--- src/core/regulator_cfg_pkg.sv ---
// Constants for the regulator configuration command bank.
// Assumes a command decoder that presents whole PMBus commands per cycle.
package regulator_cfg_pkg;
    // Command codes
    localparam logic [7:0] CMD_TUNING_CONFIG   = 8'hBC;
    localparam logic [7:0] CMD_TUNING_TRIGGER  = 8'hBD;
    localparam logic [7:0] CMD_DEADTIME_LIMITS = 8'hBF;
    localparam logic [7:0] CMD_SENSE_PIN_CFG   = 8'hD0;
    localparam logic [7:0] CMD_OPERATING_OPTS  = 8'hD1;
    localparam logic [7:0] CMD_SHARE_RAIL_CFG  = 8'hD2;
    // Reset values
    localparam logic [15:0] RESET_WORD = 16'h0000;
    localparam logic [7:0]  RESET_BYTE = 8'h00;
    // tuning_config fields
    localparam int TC_GAIN_LSB   = 4;
    localparam int TC_PG_SEL     = 3;
    localparam int TC_RETAIN     = 2;
    localparam int TC_MODE_LSB   = 0;
    localparam logic [3:0] GAIN_CODE_MAX = 4'h9;
    localparam logic [6:0] GAIN_STEP_PCT = 7'h0A;
    localparam logic [1:0] MODE_OFF    = 2'h0;
    localparam logic [1:0] MODE_ONCE   = 2'h1;
    localparam logic [1:0] MODE_SECOND = 2'h2;
    localparam logic [1:0] MODE_MINUTE = 2'h3;
    // sense_and_pin_config fields
    localparam int SP_BLANK_LSB  = 11;
    localparam int SP_COUNT_LSB  = 8;
    localparam int SP_METHOD_LSB = 4;
    localparam int SP_NLR_ALWAYS = 3;
    localparam int SP_PG_PUSH    = 1;
    localparam int SP_SYNC_PUSH  = 0;
    localparam logic [9:0] BLANK_STEP_NS = 10'h020;
    localparam logic [1:0] METHOD_RESERVED = 2'h3;
    localparam logic [1:0] METHOD_DEFAULT  = 2'h0;
    // operating_options fields
    localparam int OP_DUTY_LSB    = 14;
    localparam int OP_DUTY_EN     = 13;
    localparam int OP_HIZ_DOWN    = 12;
    localparam int OP_SYNC_TMO    = 11;
    localparam int OP_NO_FFWD     = 9;
    localparam int OP_SPREAD      = 8;
    localparam int OP_EXT_CLK     = 6;
    localparam int OP_SYNC_OUT    = 5;
    localparam int OP_LOWSIDE_ON  = 2;
    localparam int OP_STANDBY_LSB = 0;
    localparam logic [1:0] STANDBY_LOW_POWER = 2'h0;
    localparam logic [1:0] STANDBY_RESERVED  = 2'h2;
    // share_rail_config fields
    localparam int SR_ID_LSB     = 8;
    localparam int SR_COUNT_LSB  = 5;
    localparam int SR_POS_LSB    = 2;
    localparam int SR_MEMBER     = 0;
    // Timing
    localparam int CLK_PERIOD_NS   = 10;
    localparam int SYNC_OFF_MS     = 500;
    localparam int SECOND_MS       = 1000;
    localparam int MINUTE_S        = 60;
    localparam int SYNC_OFF_CYCLES = SYNC_OFF_MS * (1000000 / CLK_PERIOD_NS);
    localparam int SECOND_CYCLES   = SECOND_MS * (1000000 / CLK_PERIOD_NS);
endpackage

--- src/core/regulator_cfg.sv ---
// Configuration command bank of a point-of-load regulator core.
// Assumes a decoded PMBus command stream and core status inputs, all synchronous to core_clk.
//
// Overview of operation
// Gain of tuning results scaled 10% to 100% by config bits 7:4.
// Config bit 3 picks power-good after delay or after tuning completes.
// Bit 2 clear reruns tuning each ramp; set runs it once per power-up.
// Mode bits: off, once after ramp, every second or every minute while the share membership bit is clear.
// Send-byte trigger starts tuning only while tuning mode is enabled.
// Dead-time word holds two signed nanosecond limits, high-to-low and low-to-high.
// Current-sense blanking equals bits 15:11 times 32 ns.
// Current fault after 2n+1 consecutive violations, n from bits 10:8.
// Bits 5:4 choose current-sensing method.
// Bit 3 set keeps transient response always on, else waits for power-good.
// Bit 1 and bit 0 pick push-pull or open-drain for two pins.
// Bit 13 enables ramp minimum duty of (code+1)/256 period.
// Bit 12 holds output high-impedance during ramp-down until undervoltage.
// Bit 11 stops driving switch clock 500 ms after disable.
// Bit 9 set disables input-voltage correction of filter coefficients.
// Bit 8 set makes any grouped device fault shut this device down.
// Bit 6 selects external clock input instead of auto-configuration.
// Bit 5 drives internal switch clock out on the pin.
// Bit 2 turns low-side drive on while disabled.
// Standby mode bits; low power makes measurement reads a logic fault.
// Host programs share-rail ID 0 to 31 matching group bus ID.
// Share config holds member count, position and membership bit.
// Undefined bits and reserved codes are stored but ignored.
`timescale 1ns/1ps
`default_nettype none
module regulator_cfg #(
    parameter int SYNC_OFF_CYCLES = regulator_cfg_pkg::SYNC_OFF_CYCLES,
    parameter int SECOND_CYCLES   = regulator_cfg_pkg::SECOND_CYCLES
) (
    input  wire logic        core_clk,
    input  wire logic        rst_n,
    input  wire logic        cmd_valid,
    input  wire logic        cmd_write,
    input  wire logic [7:0]  cmd_code,
    input  wire logic [15:0] cmd_wdata,
    output logic             rsp_valid,
    output logic [15:0]      rsp_rdata,
    output logic             cmd_unsupported,
    input  wire logic        device_enabled,
    input  wire logic        ramp_up_done,
    input  wire logic        in_ramp,
    input  wire logic        ramping_down,
    input  wire logic        below_uv_threshold,
    input  wire logic        pg_delay_done,
    input  wire logic        tuning_done,
    input  wire logic        sense_strobe,
    input  wire logic        sense_violation,
    input  wire logic        group_fault,
    input  wire logic        int_switch_clk,
    input  wire logic        meas_read,
    output logic             tuning_start,
    output logic [6:0]       tuning_gain_pct,
    output logic [7:0]       deadtime_hl_ns,
    output logic [7:0]       deadtime_lh_ns,
    output logic [9:0]       blank_delay_ns,
    output logic             current_fault,
    output logic [1:0]       sense_method,
    output logic             nonlinear_transient_response,
    output logic             output_ok_pin_out,
    output logic             output_ok_pin_oe,
    output logic             sync_pin_out,
    output logic             sync_pin_oe,
    output logic [2:0]       min_duty_num,
    output logic             min_duty_active,
    output logic             output_hiz,
    output logic             vin_correction_on,
    output logic             shutdown_request,
    output logic             use_ext_clock,
    output logic             lowside_drive_on,
    output logic [1:0]       standby_mode,
    output logic             comm_logic_fault,
    output logic [7:0]       share_id,
    output logic [2:0]       share_count_m1,
    output logic [2:0]       share_pos_m1,
    output logic             share_member
);
    logic        rst_meta;
    logic        rst_sync_n;
    logic [7:0]  tuning_config;
    logic [15:0] deadtime_upper_limits;
    logic [15:0] sense_and_pin_config;
    logic [15:0] operating_options;
    logic [15:0] share_rail_config;
    logic        results_valid;
    logic        pg_ready;
    logic [31:0] tick_cnt;
    logic [5:0]  sec_cnt;
    logic [31:0] sync_off_cnt;
    logic        sync_timed_out;
    logic [3:0]  viol_run;
    logic        wr;
    logic [1:0]  mode;
    logic        periodic_due;
    logic        next_tune;
    logic [3:0]  fault_need;
    logic        sync_drive;

    // Reset release through two flip-flops
    always_ff @(posedge core_clk or negedge rst_n) begin
        if (!rst_n) begin
            rst_meta   <= 1'b0;
            rst_sync_n <= 1'b0;
        end else begin
            rst_meta   <= 1'b1;
            rst_sync_n <= rst_meta;
        end
    end

    assign wr   = cmd_valid && cmd_write;
    assign mode = tuning_config[regulator_cfg_pkg::TC_MODE_LSB +: 2];

    // Register writes; every bit stored as written
    always_ff @(posedge core_clk or negedge rst_sync_n) begin
        if (!rst_sync_n) begin
            tuning_config         <= regulator_cfg_pkg::RESET_BYTE;
            deadtime_upper_limits <= regulator_cfg_pkg::RESET_WORD;
            sense_and_pin_config  <= regulator_cfg_pkg::RESET_WORD;
            operating_options     <= regulator_cfg_pkg::RESET_WORD;
            share_rail_config     <= regulator_cfg_pkg::RESET_WORD;
        end else if (wr) begin
            case (cmd_code)
                regulator_cfg_pkg::CMD_TUNING_CONFIG:   tuning_config <= cmd_wdata[7:0];
                regulator_cfg_pkg::CMD_DEADTIME_LIMITS: deadtime_upper_limits <= cmd_wdata;
                regulator_cfg_pkg::CMD_SENSE_PIN_CFG:   sense_and_pin_config <= cmd_wdata;
                regulator_cfg_pkg::CMD_OPERATING_OPTS:  operating_options <= cmd_wdata;
                regulator_cfg_pkg::CMD_SHARE_RAIL_CFG:  share_rail_config <= cmd_wdata;
                default: ;
            endcase
        end
    end

    // Read answers and unsupported commands
    always_ff @(posedge core_clk or negedge rst_sync_n) begin
        if (!rst_sync_n) begin
            rsp_valid       <= 1'b0;
            rsp_rdata       <= 16'h0000;
            cmd_unsupported <= 1'b0;
        end else begin
            rsp_valid       <= cmd_valid && !cmd_write;
            cmd_unsupported <= 1'b0;
            rsp_rdata       <= 16'h0000;
            if (cmd_valid) begin
                case (cmd_code)
                    regulator_cfg_pkg::CMD_TUNING_CONFIG:   rsp_rdata <= {8'h00, tuning_config};
                    regulator_cfg_pkg::CMD_TUNING_TRIGGER:  cmd_unsupported <= !cmd_write;
                    regulator_cfg_pkg::CMD_DEADTIME_LIMITS: rsp_rdata <= deadtime_upper_limits;
                    regulator_cfg_pkg::CMD_SENSE_PIN_CFG:   rsp_rdata <= sense_and_pin_config;
                    regulator_cfg_pkg::CMD_OPERATING_OPTS:  rsp_rdata <= operating_options;
                    regulator_cfg_pkg::CMD_SHARE_RAIL_CFG:  rsp_rdata <= share_rail_config;
                    default: cmd_unsupported <= 1'b1;
                endcase
            end
        end
    end

    // Periodic tuning timers, run only while enabled in a periodic mode; share membership masks the due pulse
    always_ff @(posedge core_clk or negedge rst_sync_n) begin
        if (!rst_sync_n) begin
            tick_cnt <= 32'h00000000;
            sec_cnt  <= 6'h00;
        end else if (!device_enabled || mode[1] == 1'b0) begin
            tick_cnt <= 32'h00000000;
            sec_cnt  <= 6'h00;
        end else if (tick_cnt == 32'(SECOND_CYCLES - 1)) begin
            tick_cnt <= 32'h00000000;
            sec_cnt  <= (sec_cnt == 6'(regulator_cfg_pkg::MINUTE_S - 1)) ? 6'h00 : sec_cnt + 6'h01;
        end else begin
            tick_cnt <= tick_cnt + 32'h00000001;
        end
    end

    always_comb begin
        periodic_due = 1'b0;
        if (tick_cnt == 32'(SECOND_CYCLES - 1) && !share_rail_config[regulator_cfg_pkg::SR_MEMBER]) begin
            if (mode == regulator_cfg_pkg::MODE_SECOND) periodic_due = 1'b1;
            if (mode == regulator_cfg_pkg::MODE_MINUTE &&
                sec_cnt == 6'(regulator_cfg_pkg::MINUTE_S - 1)) periodic_due = 1'b1;
        end
        next_tune = 1'b0;
        if (mode != regulator_cfg_pkg::MODE_OFF) begin
            if (wr && cmd_code == regulator_cfg_pkg::CMD_TUNING_TRIGGER) next_tune = 1'b1;
            if (ramp_up_done &&
                !(tuning_config[regulator_cfg_pkg::TC_RETAIN] && results_valid)) next_tune = 1'b1;
            if (periodic_due) next_tune = 1'b1;
        end
    end

    // Tuning start pulse and retained results
    always_ff @(posedge core_clk or negedge rst_sync_n) begin
        if (!rst_sync_n) begin
            tuning_start  <= 1'b0;
            results_valid <= 1'b0;
        end else begin
            tuning_start <= next_tune;
            if (tuning_done && tuning_config[regulator_cfg_pkg::TC_RETAIN]) results_valid <= 1'b1;
        end
    end

    // Power-good readiness after ramp-up
    always_ff @(posedge core_clk or negedge rst_sync_n) begin
        if (!rst_sync_n) begin
            pg_ready <= 1'b0;
        end else if (!device_enabled) begin
            pg_ready <= 1'b0;
        end else if (tuning_config[regulator_cfg_pkg::TC_PG_SEL] &&
                     mode != regulator_cfg_pkg::MODE_OFF) begin
            if (tuning_done) pg_ready <= 1'b1;
        end else if (pg_delay_done) begin
            pg_ready <= 1'b1;
        end
    end

    // Consecutive current violation counting
    assign fault_need = {sense_and_pin_config[regulator_cfg_pkg::SP_COUNT_LSB +: 3], 1'b1};
    always_ff @(posedge core_clk or negedge rst_sync_n) begin
        if (!rst_sync_n) begin
            viol_run      <= 4'h0;
            current_fault <= 1'b0;
        end else if (sense_strobe) begin
            if (!sense_violation) begin
                viol_run      <= 4'h0;
                current_fault <= 1'b0;
            end else begin
                if (viol_run != 4'hF) viol_run <= viol_run + 4'h1;
                if (viol_run + 4'h1 >= fault_need) current_fault <= 1'b1;
            end
        end
    end

    // Switch clock time-out after disable
    always_ff @(posedge core_clk or negedge rst_sync_n) begin
        if (!rst_sync_n) begin
            sync_off_cnt   <= 32'h00000000;
            sync_timed_out <= 1'b0;
        end else if (device_enabled || !operating_options[regulator_cfg_pkg::OP_SYNC_TMO]) begin
            sync_off_cnt   <= 32'h00000000;
            sync_timed_out <= 1'b0;
        end else if (sync_off_cnt == 32'(SYNC_OFF_CYCLES - 1)) begin
            sync_timed_out <= 1'b1;
        end else begin
            sync_off_cnt <= sync_off_cnt + 32'h00000001;
        end
    end

    assign sync_drive = operating_options[regulator_cfg_pkg::OP_SYNC_OUT] &&
                        !operating_options[regulator_cfg_pkg::OP_EXT_CLK] &&
                        !sync_timed_out;

    // Pin drivers
    always_ff @(posedge core_clk or negedge rst_sync_n) begin
        if (!rst_sync_n) begin
            output_ok_pin_out <= 1'b0;
            output_ok_pin_oe  <= 1'b0;
            sync_pin_out      <= 1'b0;
            sync_pin_oe       <= 1'b0;
        end else begin
            output_ok_pin_out <= pg_ready;
            output_ok_pin_oe  <= sense_and_pin_config[regulator_cfg_pkg::SP_PG_PUSH] || !pg_ready;
            sync_pin_out      <= int_switch_clk;
            sync_pin_oe       <= sync_drive && (sense_and_pin_config[regulator_cfg_pkg::SP_SYNC_PUSH] ||
                                 !int_switch_clk);
        end
    end

    // Core control outputs
    always_ff @(posedge core_clk or negedge rst_sync_n) begin
        if (!rst_sync_n) begin
            tuning_gain_pct              <= 7'h00;
            deadtime_hl_ns               <= 8'h00;
            deadtime_lh_ns               <= 8'h00;
            blank_delay_ns               <= 10'h000;
            sense_method                 <= regulator_cfg_pkg::METHOD_DEFAULT;
            nonlinear_transient_response <= 1'b0;
            min_duty_num                 <= 3'h0;
            min_duty_active              <= 1'b0;
            output_hiz                   <= 1'b0;
            vin_correction_on            <= 1'b1;
            shutdown_request             <= 1'b0;
            use_ext_clock                <= 1'b0;
            lowside_drive_on             <= 1'b0;
            standby_mode                 <= regulator_cfg_pkg::STANDBY_LOW_POWER;
            comm_logic_fault             <= 1'b0;
            share_id                     <= 8'h00;
            share_count_m1               <= 3'h0;
            share_pos_m1                 <= 3'h0;
            share_member                 <= 1'b0;
        end else begin
            if (tuning_config[regulator_cfg_pkg::TC_GAIN_LSB +: 4] <= regulator_cfg_pkg::GAIN_CODE_MAX)
                tuning_gain_pct <= 7'((tuning_config[regulator_cfg_pkg::TC_GAIN_LSB +: 4] + 4'h1) *
                                      regulator_cfg_pkg::GAIN_STEP_PCT);
            deadtime_hl_ns <= deadtime_upper_limits[15:8];
            deadtime_lh_ns <= deadtime_upper_limits[7:0];
            blank_delay_ns <= 10'(sense_and_pin_config[regulator_cfg_pkg::SP_BLANK_LSB +: 5] *
                                  regulator_cfg_pkg::BLANK_STEP_NS);
            if (sense_and_pin_config[regulator_cfg_pkg::SP_METHOD_LSB +: 2] !=
                regulator_cfg_pkg::METHOD_RESERVED)
                sense_method <= sense_and_pin_config[regulator_cfg_pkg::SP_METHOD_LSB +: 2];
            nonlinear_transient_response <= sense_and_pin_config[regulator_cfg_pkg::SP_NLR_ALWAYS] ||
                                            pg_ready;
            min_duty_num    <= {1'b0, operating_options[regulator_cfg_pkg::OP_DUTY_LSB +: 2]} + 3'h1;
            min_duty_active <= operating_options[regulator_cfg_pkg::OP_DUTY_EN] && in_ramp;
            output_hiz      <= operating_options[regulator_cfg_pkg::OP_HIZ_DOWN] && ramping_down &&
                               !below_uv_threshold;
            vin_correction_on <= !operating_options[regulator_cfg_pkg::OP_NO_FFWD];
            shutdown_request  <= operating_options[regulator_cfg_pkg::OP_SPREAD] && group_fault;
            use_ext_clock     <= operating_options[regulator_cfg_pkg::OP_EXT_CLK];
            lowside_drive_on  <= !device_enabled &&
                                 operating_options[regulator_cfg_pkg::OP_LOWSIDE_ON];
            if (operating_options[regulator_cfg_pkg::OP_STANDBY_LSB +: 2] !=
                regulator_cfg_pkg::STANDBY_RESERVED)
                standby_mode <= operating_options[regulator_cfg_pkg::OP_STANDBY_LSB +: 2];
            comm_logic_fault <= meas_read && !device_enabled &&
                                standby_mode == regulator_cfg_pkg::STANDBY_LOW_POWER;
            share_id       <= share_rail_config[regulator_cfg_pkg::SR_ID_LSB +: 8];
            share_count_m1 <= share_rail_config[regulator_cfg_pkg::SR_COUNT_LSB +: 3];
            share_pos_m1   <= share_rail_config[regulator_cfg_pkg::SR_POS_LSB +: 3];
            share_member   <= share_rail_config[regulator_cfg_pkg::SR_MEMBER];
        end
    end
endmodule
`default_nettype wire

--- config.mk ---
export PLATFORM = sky130hd
export DESIGN_NAME = regulator_cfg
export DESIGN_NICKNAME = d
export VERILOG_FILES = /design/src/core/regulator_cfg_pkg.sv /design/src/core/regulator_cfg.sv
export SDC_FILE = /design/constraint.sdc
export NUM_CORES = 1
export LEC_CHECK = 0
export ABC_AREA = 1
export BUFFER_PORTS_ARGS = -buffer_cell sky130_fd_sc_hd__buf_2
export CAP_MARGIN = 20
export CORE_MARGIN = 2
export CORE_UTILIZATION = 40
export CTS_BUF_LIST = sky130_fd_sc_hd__clkbuf_16
export CTS_CLUSTER_SIZE = 28
export DETAILED_ROUTE_END_ITERATION = 10
export MAX_ROUTING_LAYER = met4
export PLACE_DENSITY = 0.59
export SLEW_MARGIN = 20
export SYNTH_ARGS = -nofsm -noshare
export SYNTH_HDL_FRONTEND = slang
export SYNTH_SLANG_ARGS = --single-unit
--- constraint.sdc ---
create_clock -name core_clk -period 7.3 [get_ports core_clk]
set_clock_uncertainty 0.05 [all_clocks]
set_input_delay 1.46 -clock core_clk [delete_from_list [all_inputs] [get_ports core_clk]]
set_output_delay 1.46 -clock core_clk [all_outputs]
set_load 0.01 [all_outputs]
# Yosys cells after proc, flatten, opt, wreduce, memory -nomap -nowiden
# Index checks and enable logic that the tools add are counted.
totals:
  regBits: 232
  output_inout_bits: 87
op_classes:
  n_addsub: 6
  n_bitwise: 1
  mul: 1
  eq_ne: 19
  reduce_logical: 48
  mux: 28
  order_cmp: 2
ops:
  columns: ["op", "count"]
  rows:
  - ["$mux W32", 4]
  - ["$pmux W16 S5", 1]
  - ["$add A32 B1 Y32 const B", 2]
  - ["$eq A8 B8 Y1 const B", 6]
  - ["$eq A32 B26 Y1 const B", 1]
  - ["$eq A32 B27 Y1 const B", 1]
  - ["$logic_and A1 B1 Y1", 19]
  - ["$mux W6", 3]
  - ["$mux W1", 16]
  - ["$mux W16", 1]
  - ["$reduce_and A2 Y1", 8]
  - ["$logic_not A1 Y1", 11]
  - ["$mux W4", 2]
  - ["$add A6 B1 Y6 const B", 1]
  - ["$eq A6 B6 Y1 const B", 1]
  - ["$mul A5 B3 Y6 const B", 1]
  - ["$ne A2 B2 Y1 const B", 3]
  - ["$reduce_bool A2 Y1", 3]
  - ["$add A4 B1 Y5 const B", 1]
  - ["$logic_or A1 B1 Y1", 5]
  - ["$reduce_or A5 Y1", 1]
  - ["$add A4 B1 Y4 const B", 1]
  - ["$eq A2 B2 Y1 const B", 2]
  - ["$ge A4 B4 Y1", 1]
  - ["9 further kinds", 10]

# Logic depth before layout (Yosys ltp)
logic_depth:
  depth_word: 6
  depth_mapped: 11
  mapped_depth_nobuf: 11

# Least setup slack after synthesis
# OpenSTA, ideal clock, no wires.
synth_timing:
  path_kind: "input -> register"
  startpoint: "input port cmd_code[3]"
  endpoint: "register share_rail_config[14]"
  required_time_ps: 7131
  path_stages: 8
  path_slack_ps: 4782
  n_path_buf: 1
  arrival_time_ps: 2349
  setup_ps: 119
  path_cell_list: "inv_1 nand2_2 nor3_2 nand2_2 nor2_4 buf_6 nand2_1 o21a_1"
synth_via:
  elab_chain_cells: 2
synth_lines:
  columns: ["item", "line_no", "text"]
  rows:
  - ["from (decl)", "regulator_cfg.sv:38", "input wire logic [7:0] cmd_code,"]
  - ["$eq A8 B8 Y1", "regulator_cfg.sv:125", "case (cmd_code)"]
  - ["$reduce_and A2 Y1 (no line)", null, null]
  - ["to (signal assigned)", "regulator_cfg.sv:123", "share_rail_config <= regulator_cfg_pkg::RESET_WORD;"]
  - ["to (signal assigned)", "regulator_cfg.sv:130", "regulator_cfg_pkg::CMD_SHARE_RAIL_CFG: share_rail_config <= cmd_wdata;"]
  - ["to (decl)", "regulator_cfg.sv:87", "logic [15:0] share_rail_config;"]
# Every way passes these cells.
# A chain may end at the register's enable or synchronous reset.

# Final worst setup path
layout_timing:
  startpoint: "input port device_enabled"
  endpoint: "register sync_off_cnt[10]"
layout_via:
  elab_chain_cells: 2
  elab_cells_between_ends: 3
  classes_between: "eq/ne: 1; mux: 1; reduce/logical: 1"
layout_lines:
  columns: ["item", "line_no", "text"]
  rows:
  - ["from (decl)", "regulator_cfg.sv:43", "input wire logic device_enabled,"]
  - ["$logic_or A1 B1 Y1 (*)", "regulator_cfg.sv:239", "end else if (device_enabled || !operating_options[regulator_cfg_pkg::OP_SYNC_TMO]) begin"]
  - ["$ne A2 B2 Y1 (no line) or $mux W32 (tied branches)", null, null]
  - ["to (signal assigned)", "regulator_cfg.sv:245", "sync_off_cnt <= sync_off_cnt + 32'h00000001;"]
  - ["to (decl)", "regulator_cfg.sv:92", "logic [31:0] sync_off_cnt;"]
# Mark *: on every way between the ends. The rest lies on a longest branch, timed or not.

==> out/summary.txt <==
Status -> completed
H-tree depth -> 1
Actual transition at the worst max-transition pin -> 1.06 ns
Clock slew at reported path FFs -> 0.06 ns
Largest net degree at the start of global routing -> 81
Initial DRC Count -> 634
Post-DP HPWL -> 19.8 mm
Synth Area per Inst -> 8.26 sq um
RSZ-0062 raised after global routing -> false
Pwr dens -> 212 nW/um^2
Post-Synthesis Cells -> 1338
Vias in the first global route -> 8733
Final worst slack -> 4.22 ns
Die Height -> 170 um
ANT nets after route -> 0
Hold Crit Class -> reg -> async
Compound-Gate Fraction of Synth Area -> 0.0656
Post-synth EDFFs -> 0
Critical Path Fanout Max -> 19
Slew Limit Fails -> 0
Pre-CTS WS -> 3.64 ns
Worst skew pair latency -> 0.53 ns
Cell taking the most area after synthesis -> dfrtp_1
Gr usage total -> 0.205
Postcts setup bufs -> 0
FFs w/ async S/R, synth -> 1.00
Cell Area, Synth -> 11000 sq um
Synthesis-stage register bit count -> 232
Setup Total Neg Slack -> 0 ns
Nets -> 1512
Maximum Capacitance Violations -> 0
Fmax -> 0.324 GHz
Top cells by count, synth -> nand2_1, dfrtp_1, nor2_1
XOR/XNOR Fraction of Synth Area -> 0.0166
Final setup vio count -> 0
Antenna violations before repair -> 2
Final min period -> 3.08 ns
Worst Path Required -> 7.71 ns
CTS Sinks -> 232
Post-CTS Resized -> 0
Worst Setup End Kind -> register
Total core area -> 27000 sq um
Fin. Hold Viols -> 0
Leak -> 6.08 nW
First drt pass iteration count -> 7
Synth area leaders -> dfrtp_1, nand2_1, nor2_1
FP Rows -> 60
Die ar. -> 29000 sq um
Vias -> 9039
Placer congestion estimate -> 0.864
Starting Density -> 0.409
Setup CP Type -> in -> reg
Clk root buf -> clkbuf_16
Rel. slew slack -> 0.291
Hold Buf Count CTS -> 0
Layout area overhead -> 14.5%
Hold slack -> 0.282 ns
Port buffer count -> 120
Largest family of logic cells by synthesized area -> simple AND/OR/NAND/NOR gates
Post-DR vias/cell -> 4.97
First-pass GRT wire length -> 45.8 mm
Post-synth cell types -> 43
Critical Path AT -> 3.49 ns
Highest ir drop seen on vdd -> 0.121 mV
Final wirelength -> 28.1 mm
TritonCTS buffer count -> 25
Period utilization -> 0.422
Share of cells above drive strength 1 -> 0.154
IO Pins -> 127
Synth Area in Simple Gates -> 0.301
Reg2Reg Depth -> 5
Post-synth top area share -> 0.523
Sequential-to-total area share from yosys stat -> 0.526
Synth Area in Adders -> 0.0177
Remaining DRCs -> 0
Tot Pwr -> 2.69 mW
CTS tree -> yes
Fillers -> 2695
Most common cell in the netlist -> nand2_1
CTS Buffer Depth -> 3
Syn. warnings -> 0
CP startpoint kind -> input pin
Core Util, Final -> 0.468
Mux cell area share after synthesis -> 0.00408
Synth Flop Type -> dfrtp_1
Wire length per cell -> 15.4 um
Overflow after GRT -> 0
Die Width -> 170 um
registers in the layout (all words and copies together), names as in the netlist, 6 cells and up:
signal,cells
deadtime_lh_ns,8
tick_cnt,32
sense_and_pin_config,16
operating_options,16
rsp_rdata,16
sync_off_cnt,32
share_rail_config,16
share_id,8
deadtime_hl_ns,8
tuning_config,8
tuning_gain_pct,6
deadtime_upper_limits,16
sec_cnt,6
critical path, stage by stage:
cell	delay (ns)
buf_2	0.13
nor2_2	0.64
clkinv_1	0.77
o21ai_0	0.34
o21a_1	0.15
power breakdown:
group	switching (mW)	internal, mW
Clock	0.516	0.691
Sequential	0.0292	1.32
Combinational	0.0864	0.0419
Total	0.632	2.05
worst paths after layout:
check / slack [ns] / from / to
hold reg to reg: 0.28 / rst_sync_n$_DFF_PN0_ / sync_pin_out$_DFF_PN0_
min in group core_clk: 0.30 / rst_meta$_DFF_PN0_ / rst_sync_n$_DFF_PN0_
hold / removal: 0.28 / rst_sync_n$_DFF_PN0_ / sync_pin_out$_DFF_PN0_
setup reg to reg: 4.84 / operating_options[11]$_DFFE_PN0P_ / sync_off_cnt[10]$_DFFE_PN0P_
max in group asynchronous: 5.05 / rst_sync_n$_DFF_PN0_ / sense_and_pin_config[3]$_DFFE_PN0P_
setup / recovery: 4.22 / device_enabled / sync_off_cnt[10]$_DFFE_PN0P_
routing by layer:
metal / part of all wire / global-route usage / wire length, um
met1: 0.48 / 0.286 / 13500
met2: 0.45 / 0.319 / 12700
met3: 0.052 / 0.0298 / 1470
met4: 0.016 / 0.0453 / 452
met5: 0 / - / 0
per-stage QoR:
stage / std cells / instance area, sq um
floorplan: 1343 / 11100
global placement: 1771 / 11900
detailed placement: 1771 / 11900
CTS: 1817 / 12600
global route: 1819 / 12600
finish: 1819 / 12600
cell families after synthesis:
logic type | count (synthesis)
simple gates | 781
flops | 232
buf+inv | 166
compound gates | 117
xor+xnor | 21
fa+ha+maj | 15
mux | 4
other cells | 2
final cells by class:
class                   count  area, sq um  area share
flip-flops and latches    232         5810       0.459
multi-input cells         945         4510       0.356
repair buffers            124          634      0.0502
clock buffers              25          626      0.0495
inverters                 129          489      0.0387
well taps                 341          427      0.0337
clock inverters            21          148      0.0117
diodes                      2         5.00    0.000396
cells in the final DEF (no fill, tap or decap), types with 13 or more instances in the layout:
cell type	synthesis	layout
o21ai_0	36	36
nand3_1	108	108
buf_2	10	120
o21a_1	31	31
o21ai_2	13	13
xor2_1	14	14
a21oi_1	15	15
dfrtp_1	231	230
nor2_2	16	18
ha_1	14	14
nand4_1	28	28
o21ai_1	16	16
clkbuf_16	0	25
nand2_1	372	372
inv_1	123	131
nor2_1	219	217
Power figures use the tool's default switching activity.
